===== src/common/touch_scan_regs.vh =====
`ifndef TOUCH_SCAN_REGS_VH
`define TOUCH_SCAN_REGS_VH

// Clock and scan timing
`define CLOCK_HZ            10000000
`define MS_PER_SECOND       1000
`define MIN_PERIOD_MS       11'd15
`define ACTIVE_PERIOD_MS    11'd30
`define DOZE_PERIOD_MS      11'd195
`define IDLE_PERIODS_DFLT   8'd100
`define FADE_INTERVAL_DFLT  8'd4

// Operating modes
`define MODE_ACTIVE         2'h0
`define MODE_DOZE           2'h1
`define MODE_SLEEP          2'h2

// Mode override codes
`define FORCE_NONE          2'h0
`define FORCE_ACTIVE        2'h1
`define FORCE_DOZE          2'h2
`define FORCE_SLEEP         2'h3

// Scan phases shown on the status port
`define PHASE_BOOT          2'h0
`define PHASE_SENSE         2'h1
`define PHASE_PROCESS       2'h2
`define PHASE_TIMER         2'h3

// Per-pin modes, two bits each
`define GPIO_FADE           2'h0
`define GPIO_DIRECT_PWM     2'h1
`define GPIO_PLAIN_INPUT    2'h2
`define GPIO_PLAIN_OUTPUT   2'h3

`define GPIO_COUNT          8
`define SENSE_COUNT         8
`define PWM_BITS            8

`endif


===== src/design/led_pwm_channel.v =====
`include "touch_scan_regs.vh"

module led_pwm_channel #(
   parameter PWM_BITS = 8
) (
   input  wire                i_clock,
   input  wire                i_resetn,
   input  wire [1:0]          i_mode,
   input  wire                i_light_on,
   input  wire [PWM_BITS-1:0] i_direct_duty,
   input  wire                i_ms_tick,
   input  wire [7:0]          i_fade_interval,
   input  wire                i_fade_log,
   input  wire [PWM_BITS-1:0] i_fade_start,
   input  wire [PWM_BITS-1:0] i_fade_end,
   output reg                 o_pwm
);

   reg  [PWM_BITS-1:0]   pwm_count;
   reg  [PWM_BITS-1:0]   level;
   reg  [7:0]            interval_count;
   reg  [PWM_BITS-1:0]   duty;
   wire [2*PWM_BITS-1:0] level_sq;
   wire [PWM_BITS-1:0]   target;
   wire                  step;

   assign level_sq = level * level;
   assign target   = i_light_on ? i_fade_end : i_fade_start;
   assign step     = i_ms_tick && (interval_count >= i_fade_interval);

   // Duty select: direct width, curved or linear fade
   always @* begin
      if (i_mode == `GPIO_DIRECT_PWM)
         duty = i_direct_duty;
      else if (i_fade_log)
         duty = level_sq[2*PWM_BITS-1:PWM_BITS];
      else
         duty = level;
   end

   // Fade walks one step per interval towards the target
   always @(posedge i_clock or negedge i_resetn) begin
      if (!i_resetn) begin
         level          <= {PWM_BITS{1'b0}};
         interval_count <= 8'h00;
      end else begin
         if (i_ms_tick)
            interval_count <= step ? 8'h00 : interval_count + 8'h01;
         if (step && level < target)
            level <= level + 1'b1;
         else if (step && level > target)
            level <= level - 1'b1;
      end
   end

   // 256-step counter and compare
   always @(posedge i_clock or negedge i_resetn) begin
      if (!i_resetn) begin
         pwm_count <= {PWM_BITS{1'b0}};
         o_pwm     <= 1'b0;
      end else begin
         pwm_count <= pwm_count + 1'b1;
         if (i_mode == `GPIO_PLAIN_OUTPUT)
            o_pwm <= i_light_on;
         else
            o_pwm <= (pwm_count < duty);
      end
   end

endmodule


===== src/design/touch_scan_top.v =====
`include "touch_scan_regs.vh"

// What this block does
// - Sense every enabled input in order from input 0 to input 7.
// - After sensing, process results and refresh pins and host status.
// - After processing, wait in low power until the period timer expires.
// - Host status, pin light requests and interrupt assertion change only in the processing phase.
// - Input pin changes after processing are reported one period later.
// - Host programs the scan period, at least 15 ms, beyond one second.
// - On touch, assert active-low interrupt at the end of processing.
// - Active mode uses a short period, 30 ms by default.
// - Doze mode uses a longer period, 195 ms by default.
// - Sleep mode does no sensing; period timer, processing and pin PWM keep running.
// - Separate active and doze periods; use the one of the current mode.
// - Inactivity timer moves active to doze; can be disabled.
// - Each pin has its own 256-step PWM generator.
// - Fading is curved or linear with selectable interval, start, end.
// - Autolight: touch fades mapped LED in, release fades it out.
// - Without autolight, host level high starts an autonomous fade-in.
// - Direct PWM mode outputs exactly the host duty, no fading.
// - Each pin can be a plain input reported to the host.
// - New information raises the interrupt and updates readable status.
// - Parameters load from the store at boot; host may overwrite later.
// - Default: input 0 touch lights pin 0, release fades it out slowly.
// - Default: inputs 2 to 7 form a slider lighting pins 2 to 7.
// - In doze, a touch on any button returns to active mode; with the wake sequence enabled, only once it is ok.
// - Host mode override forces the operating mode.
module touch_scan_top #(
   parameter CYCLES_PER_MS = `CLOCK_HZ / `MS_PER_SECOND,
   parameter PWM_BITS      = `PWM_BITS
) (
   input  wire                  i_clock,
   input  wire                  i_resetn,
   input  wire                  i_param_loaded,
   input  wire [7:0]            i_sense_enable,
   input  wire                  i_sense_done,
   input  wire                  i_sense_touched,
   input  wire [10:0]           i_active_period_ms,
   input  wire [10:0]           i_doze_period_ms,
   input  wire                  i_idle_enable,
   input  wire [7:0]            i_idle_periods,
   input  wire [1:0]            i_op_mode_override,
   input  wire                  i_wake_sequence_enable,
   input  wire                  i_wake_sequence_ok,
   input  wire                  i_autolight_enable,
   input  wire [7:0]            i_slider_map,
   input  wire [15:0]           i_gpio_mode,
   input  wire [7:0]            i_host_gpio_level,
   input  wire [8*PWM_BITS-1:0] i_host_pwm_duty,
   input  wire                  i_fade_log,
   input  wire [7:0]            i_fade_interval,
   input  wire [PWM_BITS-1:0]   i_fade_start,
   input  wire [PWM_BITS-1:0]   i_fade_end,
   input  wire [7:0]            i_gpio_pin,
   input  wire                  i_irq_clear,
   output reg                   o_sense_start,
   output reg  [2:0]            o_sense_index,
   output reg  [1:0]            o_scan_phase,
   output reg  [1:0]            o_op_mode,
   output reg  [7:0]            o_touch_status,
   output reg  [7:0]            o_gpio_in_status,
   output reg  [7:0]            o_gpio_out,
   output reg  [7:0]            o_gpio_oe,
   output reg                   o_host_irq_n
);

   // Scan sequencer states
   localparam [2:0] ST_BOOT    = 3'h0;
   localparam [2:0] ST_REQ     = 3'h1;
   localparam [2:0] ST_WAIT    = 3'h2;
   localparam [2:0] ST_PROCESS = 3'h3;
   localparam [2:0] ST_TIMER   = 3'h4;

   localparam integer MS_LAST_FULL = CYCLES_PER_MS - 1;
   localparam [15:0]  MS_LAST      = MS_LAST_FULL[15:0];

   reg  [2:0]  state;
   reg  [2:0]  next_state;
   reg  [15:0] ms_prescale;
   reg         ms_tick;
   reg  [10:0] period_count;
   reg  [7:0]  idle_count;
   reg  [7:0]  touch_sample;
   reg  [7:0]  pin_meta;
   reg  [7:0]  pin_sync;
   reg  [7:0]  light_on;
   reg  [1:0]  next_mode;
   reg  [10:0] raw_period;
   reg  [10:0] period_ms;
   wire [7:0]  pwm_out;
   wire        any_touch;
   wire        period_done;
   wire        more_inputs;
   wire [7:0]  higher_enabled;
   wire [7:0]  next_touch;
   wire [7:0]  next_gpio_in;
   wire        news;

   assign any_touch   = |touch_sample;
   assign period_done = ms_tick && (period_count >= period_ms - 11'h001);

   // Inputs still to scan above the current index
   assign higher_enabled = i_sense_enable & ~((8'h02 << o_sense_index) - 8'h01);
   assign more_inputs    = |higher_enabled;

   // Status seen by the host after this processing phase
   assign next_touch   = (o_op_mode == `MODE_SLEEP) ? 8'h00 : touch_sample;
   assign next_gpio_in = pin_sync;
   assign news = (next_touch != o_touch_status) ||
                 ((next_gpio_in ^ o_gpio_in_status) != 8'h00);

   // Period of the current mode, raised to the floor
   always @* begin
      if (o_op_mode == `MODE_DOZE)
         raw_period = (i_doze_period_ms == 11'h000) ? `DOZE_PERIOD_MS
                                                    : i_doze_period_ms;
      else
         raw_period = (i_active_period_ms == 11'h000) ? `ACTIVE_PERIOD_MS
                                                      : i_active_period_ms;
      if (raw_period < `MIN_PERIOD_MS)
         period_ms = `MIN_PERIOD_MS;
      else
         period_ms = raw_period;
   end

   // Two-stage sync of the pins
   always @(posedge i_clock or negedge i_resetn) begin
      if (!i_resetn) begin
         pin_meta <= 8'h00;
         pin_sync <= 8'h00;
      end else begin
         pin_meta <= i_gpio_pin;
         pin_sync <= pin_meta;
      end
   end

   // Millisecond time base
   always @(posedge i_clock or negedge i_resetn) begin
      if (!i_resetn) begin
         ms_prescale <= 16'h0000;
         ms_tick     <= 1'b0;
      end else begin
         ms_tick <= (ms_prescale == MS_LAST);
         if (ms_prescale == MS_LAST)
            ms_prescale <= 16'h0000;
         else
            ms_prescale <= ms_prescale + 16'h0001;
      end
   end

   // Scan period counter runs from the start of sensing
   always @(posedge i_clock or negedge i_resetn) begin
      if (!i_resetn) begin
         period_count <= 11'h000;
      end else if (state == ST_BOOT || (state == ST_TIMER && period_done)) begin
         period_count <= 11'h000;
      end else if (ms_tick && period_count != 11'h7ff) begin
         period_count <= period_count + 11'h001;
      end
   end

   // Sequencer next state
   always @* begin
      next_state = state;
      case (state)
         ST_BOOT: begin
            if (i_param_loaded)
               next_state = ST_TIMER;
         end
         ST_REQ: begin
            next_state = ST_WAIT;
         end
         ST_WAIT: begin
            if (i_sense_done)
               next_state = more_inputs ? ST_REQ : ST_PROCESS;
         end
         ST_PROCESS: begin
            next_state = ST_TIMER;
         end
         ST_TIMER: begin
            if (period_done) begin
               if (o_op_mode == `MODE_SLEEP || i_sense_enable == 8'h00)
                  next_state = ST_PROCESS;
               else
                  next_state = ST_REQ;
            end
         end
         default: begin
            next_state = ST_BOOT;
         end
      endcase
   end

   // Sequencer state, input index and sensing strobe
   always @(posedge i_clock or negedge i_resetn) begin
      if (!i_resetn) begin
         state         <= ST_BOOT;
         o_sense_index <= 3'h0;
         o_sense_start <= 1'b0;
         touch_sample  <= 8'h00;
      end else begin
         state         <= next_state;
         o_sense_start <= (next_state == ST_REQ);
         if (state == ST_TIMER && next_state == ST_REQ) begin
            o_sense_index <= 3'h0;
            touch_sample  <= 8'h00;
            if (!i_sense_enable[0])
               o_sense_index <= first_enabled(i_sense_enable);
         end else if (state == ST_WAIT && i_sense_done) begin
            touch_sample[o_sense_index] <= i_sense_touched;
            if (more_inputs)
               o_sense_index <= first_enabled(higher_enabled);
         end
      end
   end

   // Lowest set bit of a mask
   function [2:0] first_enabled;
      input [7:0] mask;
      integer     k;
      begin
         first_enabled = 3'h7;
         for (k = 7; k >= 0; k = k - 1)
            if (mask[k])
               first_enabled = k[2:0];
      end
   endfunction

   // Operating mode choice at processing
   always @* begin
      next_mode = o_op_mode;
      case (i_op_mode_override)
         `FORCE_ACTIVE: next_mode = `MODE_ACTIVE;
         `FORCE_DOZE:   next_mode = `MODE_DOZE;
         `FORCE_SLEEP:  next_mode = `MODE_SLEEP;
         default: begin
            if (o_op_mode == `MODE_SLEEP)
               next_mode = `MODE_ACTIVE;
            else if (o_op_mode == `MODE_DOZE && any_touch &&
                     (!i_wake_sequence_enable || i_wake_sequence_ok))
               next_mode = `MODE_ACTIVE;
            else if (o_op_mode == `MODE_ACTIVE && i_idle_enable && !any_touch &&
                     idle_count >= i_idle_periods)
               next_mode = `MODE_DOZE;
         end
      endcase
   end

   // Mode and inactivity count update once per period
   always @(posedge i_clock or negedge i_resetn) begin
      if (!i_resetn) begin
         o_op_mode  <= `MODE_ACTIVE;
         idle_count <= 8'h00;
      end else if (state == ST_BOOT) begin
         o_op_mode  <= `MODE_ACTIVE;
         idle_count <= 8'h00;
      end else if (state == ST_PROCESS) begin
         o_op_mode <= next_mode;
         if (any_touch || next_mode != `MODE_ACTIVE)
            idle_count <= 8'h00;
         else if (idle_count != 8'hff)
            idle_count <= idle_count + 8'h01;
      end
   end

   // Host status, LED requests and interrupt
   always @(posedge i_clock or negedge i_resetn) begin
      if (!i_resetn) begin
         o_touch_status   <= 8'h00;
         o_gpio_in_status <= 8'h00;
         light_on         <= 8'h00;
         o_host_irq_n     <= 1'b1;
      end else begin
         if (state == ST_PROCESS) begin
            o_touch_status   <= next_touch;
            o_gpio_in_status <= next_gpio_in;
            if (i_autolight_enable)
               light_on <= (next_touch & ~i_slider_map) |
                           ((|(next_touch & i_slider_map)) ?
                            (next_touch & i_slider_map) : 8'h00);
            else
               light_on <= i_host_gpio_level;
         end
         // Set wins over a clear in the same cycle
         if (state == ST_PROCESS && news)
            o_host_irq_n <= 1'b0;
         else if (i_irq_clear)
            o_host_irq_n <= 1'b1;
      end
   end

   // Pin drivers and enables registered every cycle
   always @(posedge i_clock or negedge i_resetn) begin
      if (!i_resetn) begin
         o_gpio_out <= 8'h00;
         o_gpio_oe  <= 8'h00;
      end else begin
         o_gpio_out <= pwm_out;
         o_gpio_oe  <= oe_mask(i_gpio_mode);
      end
   end

   // Output enable per pin from its mode
   function [7:0] oe_mask;
      input [15:0] modes;
      integer      m;
      begin
         oe_mask = 8'h00;
         for (m = 0; m < 8; m = m + 1)
            oe_mask[m] = (modes[2*m +: 2] != `GPIO_PLAIN_INPUT);
      end
   endfunction

   // One fader and PWM generator per pin
   genvar g;
   generate
      for (g = 0; g < `GPIO_COUNT; g = g + 1) begin : gen_pin
         led_pwm_channel #(
            .PWM_BITS (PWM_BITS)
         ) u_channel (
            .i_clock         (i_clock),
            .i_resetn        (i_resetn),
            .i_mode          (i_gpio_mode[2*g +: 2]),
            .i_light_on      (light_on[g]),
            .i_direct_duty   (i_host_pwm_duty[PWM_BITS*g +: PWM_BITS]),
            .i_ms_tick       (ms_tick),
            .i_fade_interval (i_fade_interval),
            .i_fade_log      (i_fade_log),
            .i_fade_start    (i_fade_start),
            .i_fade_end      (i_fade_end),
            .o_pwm           (pwm_out[g])
         );
      end
   endgenerate

   // Phase shown to the outside
   always @* begin
      case (state)
         ST_BOOT:    o_scan_phase = `PHASE_BOOT;
         ST_REQ:     o_scan_phase = `PHASE_SENSE;
         ST_WAIT:    o_scan_phase = `PHASE_SENSE;
         ST_PROCESS: o_scan_phase = `PHASE_PROCESS;
         default:    o_scan_phase = `PHASE_TIMER;
      endcase
   end

   // Factory defaults (input i lights pin i, slider 2..7) come from the
   // parameter store through i_slider_map and i_gpio_mode

endmodule


===== config.mk =====
export PLATFORM = sky130hd
export DESIGN_NAME = touch_scan_top
export DESIGN_NICKNAME = d
export VERILOG_FILES = /design/src/design/led_pwm_channel.v /design/src/design/touch_scan_top.v
export VERILOG_INCLUDE_DIRS = /design/src /design/src/common
export SDC_FILE = /design/constraint.sdc
export NUM_CORES = 2
export LEC_CHECK = 0
export BUFFER_PORTS_ARGS = -buffer_cell sky130_fd_sc_hd__buf_2
export CAP_MARGIN = 0
export CORE_UTILIZATION = 60
export DETAILED_ROUTE_END_ITERATION = 12
export GPL_TIMING_DRIVEN = 0
export MAX_ROUTING_LAYER = met4
export PLACE_DENSITY_LB_ADDON = 0.12
export SYNTH_ARGS = -nofsm -noshare
export SYNTH_HDL_FRONTEND = slang
export SYNTH_SLANG_ARGS = --single-unit

===== constraint.sdc =====
create_clock -name i_clock -period 6.4 [get_ports i_clock]
set_clock_uncertainty 0.05 [all_clocks]
set_input_delay 0.96 -clock i_clock [delete_from_list [all_inputs] [get_ports i_clock]]
set_output_delay 0.96 -clock i_clock [all_outputs]
set_load 0.05 [all_outputs]

# Yosys cells after proc, flatten, opt, wreduce, memory -nomap -nowiden

Cells that the tools add are included.

Bits in registers: 310
Input bits: 179
Output and inout bits: 41

Add/sub/neg operators: 37
Multipliers: 8
Order comparisons: 37
Eq/ne operators: 38
Shift operators: 1
Mux-type cells: 107
Bitwise operators: 7
Reductions and logical operators: 70

Operators by type and width:

| kind                  | count |
|---|---|
| $mux 8                | 57 |
| $add 8x1->8 const B   | 25 |
| $lt 8x8->1            | 16 |
| $mul 8x8->16          | 8 |
| $ge 8x8->1            | 9 |
| $sub 8x1->8 const B   | 9 |
| $mux 11               | 6 |
| $gt 8x8->1            | 8 |
| $mux 3                | 18 |
| $logic_and 1x1->1     | 36 |
| $reduce_bool 2->1     | 14 |
| $and 8x8->8           | 3 |
| $reduce_or 8->1       | 3 |
| $eq 2x2->1 const B    | 11 |
| $logic_not 11->1      | 2 |
| $eq 2x1->1 const B    | 10 |
| $add 16x1->16 const B | 1 |
| $eq 16x14->1 const B  | 1 |
| $mux 16               | 1 |
| $ne 2x2->1 const B    | 8 |
| $not 8->8             | 2 |
| $pmux 3 s5            | 1 |
| $mux 2                | 7 |
| $mux 1                | 13 |
| other kinds (27)      | 36 |

# Depth between registers and ports, before layout

Depth in word-level cells: 14
Gate-level depth with buffers: 28
Mapped depth without buffers: 27

# By module

A second synthesis with hierarchy kept.

Cell total of the unflattened synthesis: 3829
Area, all modules: 34599.4 um^2

By module, submodules not included:

| module                                      | times used | cells each | area each (um^2) |
|---|---|---|---|
| led_pwm_channel at gen_pin[5].u_channel ... | 3          | 401        | 3599.7 |
| led_pwm_channel at gen_pin[0].u_channel ... | 3          | 399        | 3579.7 |
| touch_scan_top                              | 1          | 628        | 5889.4 |
| led_pwm_channel at gen_pin[3].u_channel     | 1          | 400        | 3589.7 |
| led_pwm_channel at gen_pin[4].u_channel     | 1          | 401        | 3582.2 |

# Worst setup path before layout

OpenSTA, ideal clock, no wires.

Path kind: reg-to-reg
Start: register gen_pin[2].u_channel.level[5]
End: register gen_pin[2].u_channel.o_pwm
Library setup time: 78 ps
Data arrival time: 5568 ps
Data required time: 6272 ps
Path slack: 704 ps
Cell stages (with the launch flop): 23
Buffers on the path: 1
Cells stage by stage: dfrtp_1 -> clkbuf_1 -> nand2_1 -> inv_1 -> fa_1 -> fa_1 -> fa_1 -> fa_1 -> ha_1 -> nand2_1 -> nor2_1 -> a221o_2 -> a2111oi_4 -> nor2_2 -> xor2_1 -> mux2_2 -> mux2i_1 -> ha_1 -> a21o_1 -> a21o_1 -> a221oi_1 -> a31oi_1 -> a21oi_1

Word-level cells in the longest chain between the ends: 5

Ends and longest elaborated chain:

| what                   | line                 | source |
|---|---|---|
| start, declared        | led_pwm_channel.v:20 | `reg [PWM_BITS-1:0] level;` |
| start signal, assigned | led_pwm_channel.v:44 | `level <= {PWM_BITS{1'b0}};` |
| start signal, assigned | led_pwm_channel.v:50 | `level <= level + 1'b1;` |
| start signal, assigned | led_pwm_channel.v:52 | `level <= level - 1'b1;` |
| $mul 8x8->16           | led_pwm_channel.v:27 | `assign level_sq = level * level;` |
| $mux 8 (*)             | led_pwm_channel.v:35 | `else if (i_fade_log)` |
| $mux 8 (*)             | led_pwm_channel.v:33 | `` if (i_mode == `GPIO_DIRECT_PWM) `` |
| $lt 8x8->1 (*)         | led_pwm_channel.v:66 | `o_pwm <= (pwm_count < duty);` |
| $mux 1 (*)             | led_pwm_channel.v:63 | `` if (i_mode == `GPIO_PLAIN_OUTPUT) `` |
| end signal, assigned   | led_pwm_channel.v:64 | `o_pwm <= i_light_on;` |
| end signal, assigned   | led_pwm_channel.v:66 |  |
| end, declared          | led_pwm_channel.v:16 | `output reg o_pwm` |

Mark *: on every way between the ends. The rest lies on a longest branch, timed or not.
A chain may end at the register's enable or synchronous reset.

# Worst setup path in the final report

Start: register gen_pin[2].u_channel.level[1]
End: register gen_pin[2].u_channel.o_pwm

The elaborated chain is that of the path after synthesis.

==> reports/qor.yml <==
grt-ovfl-total: 0
pwr-share-seq_pct: 41.7
clk_latency_ns: 0.59
fin_nets: 4650
cts_buffers: 40
hold_buffers: 0
cp-start-kind: "flip-flop"
track_usage_pct: 31.3
die_h_um: 236
port_buffers: 196
seq_area_frac_synth_pct: 23.6
syn_area_per_cell_um2: 9.30
ys_top_cells_by_area: "dfrtp_1, ha_1, fa_1"
combPwrFrac_pct: 10.0
crit_required_ns: 6.86
setup.worst_path.class: "flip-flop to flip-flop"
drc_errors: 0
async_flop_share_pct: 100
clock_tree.root_cell: "clkbuf_16"
tightest_slew_ns: 1.30
period_needed_ns: 6.09
setup_violations: 0
ys_warn_count: 0
synth_top_cell_area_share_pct: 23.5
end_kind: "flip-flop"
crit_family: "adder cells"
synth_edf_count: 0
r2r_slack_ns: 0.31
p_leak_nw: 19.5
gp_congestion: 0.918
layout_common_cells: "ha_1, inv_1, dfrtp_1"
timing.rr.end: "gen_pin[2].u_channel.o_pwm$_DFF_PN0_"
clockBufferDepth: 3
grt_max_degree: 113
synth_cell_type_count: 84
drt_iter0_drc: 1292
core_region_area_um2: 54000
hold_ws_ns: 0.299
p_switching_w: 0.00128
drv_slew: 0
postSynthCellCount: 3539
synth_seq_cells: 310
path_buf_inv: 1
p_per_area_nw_per_um2: 132
start_util_pct: 60.9
worst_path_most_repeated_cell: "fa_1"
grt_pass1_wl_um: 138000
clk_pin_slew_ns: 0.06
maxCapViolCount: 0
ir_worst_vdd_v: 0.000185
status: "finished clean"
layout_commonest_cell: "ha_1"
fmax_mhz: 164
dr.pass1.iters: 5
dieWidth_um: 236
multi_input_area_um2: 23400
hold_viol: 0
hp-class: "flip-flop to flip-flop"
yosys.area.top_type: "dfrtp_1"
relSlewSlack_pct: 13.5
grt_pass1_vias: 27800
p_int_w: 0.00351
cts_sinks: 310
die-area_um2: 55800
htree_levels: 2
antenna_found_initial: 3
holdPathStages: 0
period_share_pct: 95.1
cp.arrival_ns: 6.54
crit_cells: 21
setup.worst_path.end: "gen_pin[2].u_channel.o_pwm$_DFF_PN0_"
dp_hpwl_um: 65000
cp_max_fo: 10
seqCellArea_um2: 7770
total_power_w: 0.00479
wl_per_cell_um: 18.5
vias: 26800
rows: 85
p_clk_share_pct: 48.2
reg2reg_depth: 21
r2r_start: "gen_pin[2].u_channel.level[1]$_DFFE_PN0P_"
final.fill_count: 4363
area_growth_pct: 10.1
wirelength_um: 83500
swShare_pct: 26.8
io_pins: 220
ant_nets: 0
slowest_stage: "fa_1"
synth_ff_type: "dfrtp_1"
netlist_area_um2: 32900
path_cells: "buf_2, and2_1, fa_1, fa_1, fa_1, fa_1, ha_1, nand2_1, nor2_1, a221o_2, a2111oi_4, nor2_2, xor2_1, mux2_2, mux2i_1, ha_1, a21o_1, a21o_1, a221oi_1, a31oi_1, a21oi_1"
vias_per_cell: 5.93
drive_gt1_share_pct: 9.71
worst_path_largest_cell_delay_ns: 0.52
cts_tree: "built"
cp-startpoint: "gen_pin[2].u_channel.level[1]$_DFFE_PN0P_"
[flip-flops by register name, summed over array words and instances, names as in the netlist, 2 cells and up]
register and count:
gen_pin.u_channel.interval_count 64, gen_pin.u_channel.level 64, gen_pin.u_channel.pwm_count 64, ms_prescale 16, period_count 11, gen_pin.u_channel.o_pwm 8
idle_count 8, light_on 8, next_gpio_in 8, o_gpio_in_status 8, o_gpio_oe 8, o_gpio_out 8
o_touch_status 8, pin_meta 8, touch_sample 8, o_sense_index 3, state 3, o_op_mode 2
[synthesized netlist by cell type, types with 14 or more instances]
master / instances
a21o_1: 113
a21oi_1: 148
a31oi_1: 38
and2_1: 108
and3_1: 48
and4_1: 22
buf_1: 20
clkbuf_1: 108
dfrtp_1: 309
fa_1: 200
ha_1: 492
inv_1: 326
mux2_2: 47
mux2i_1: 88
nand2_1: 281
nand2b_1: 63
nand3_1: 63
nand4_1: 73
nor2_1: 225
nor2b_1: 61
nor3_1: 33
nor4bb_1: 18
o21a_1: 19
o21ai_0: 99
o21ai_1: 41
o21bai_1: 16
o22ai_1: 14
xnor2_1: 171
xor2_1: 110
[timing repair]
action,in CTS,in global routing
gates resized for setup,0,58
setup endpoints to repair,0,4
buffers inserted,0,0
[through the flow]
stage	worst slack [ns]	cell area (um^2)	util, %	std cells	TNS [ns]
2_1_floorplan	0.704	32900	-	3543	0
3_3_place_gp	-1.72	34800	64.4	4435	-512.86
3_5_place_dp	0.0587	34800	64.5	4437	0
4_1_cts	0.0550	36200	67.0	4511	0
5_1_grt	-0.00486	36200	67.1	4510	-0.00486
6_report	0.313	36200	67.1	4510	0
[cells by family after synthesis]
logic type | count (synthesis) | synth area share, %
compound gates | 629 | 12.5
mux | 139 | 4.42
simple gates | 1025 | 15.8
buf+inv | 462 | 5.34
other cells | 1 | 0.0114
flops | 310 | 23.6
fa+ha+maj | 692 | 30.9
xor+xnor | 281 | 7.48
[power groups by stage]
stage          sequential [W]  clock [W]  combinational [W]
3_3_place_gp          0.00203          0           0.000457
3_5_place_dp          0.00204          0           0.000479
2_1_floorplan         0.00206          0           0.000232
6_report              0.00200    0.00231           0.000480
4_1_cts               0.00200    0.00236           0.000482
5_1_grt               0.00200    0.00242           0.000531
[routing by layer]
layer	up-vias	GRT usage, %	share of wire (%)
li1	12700	-	-
met1	13200	39.2	44
met2	641	52.0	48
met3	168	4.11	5.2
met4	0	11.0	3.3
met5	-	-	0
[how the worst min path moves through the flow]
stage / from / end / slack, ns
2_1_floorplan: pin_meta[0]$_DFF_PN0_ / next_gpio_in[0]$_DFF_PN0_ / 0.28
3_3_place_gp: gen_pin[5].u_channel.o_pwm$_DFF_PN0_ / o_gpio_out[5]$_DFF_PN0_ / 0.28
3_5_place_dp: gen_pin[5].u_channel.o_pwm$_DFF_PN0_ / o_gpio_out[5]$_DFF_PN0_ / 0.29
4_1_cts: gen_pin[7].u_channel.o_pwm$_DFF_PN0_ / o_gpio_out[7]$_DFF_PN0_ / 0.30
5_1_grt: pin_meta[2]$_DFF_PN0_ / next_gpio_in[2]$_DFF_PN0_ / 0.31
6_report: gen_pin[3].u_channel.o_pwm$_DFF_PN0_ / o_gpio_out[3]$_DFF_PN0_ / 0.30
[area by class of cell]
class / count / area share (%)
multi-input cells: 2771 / 64.7
flip-flops and latches: 310 / 21.4
inverters: 326 / 3.38
clock buffers: 51 / 3.05
repair buffers: 198 / 2.89
well taps: 696 / 2.40
plain buffers: 132 / 1.51
clock inverters: 23 / 0.663
diodes: 3 / 0.0207
Note: power is estimated with default switching activity, not from simulation.
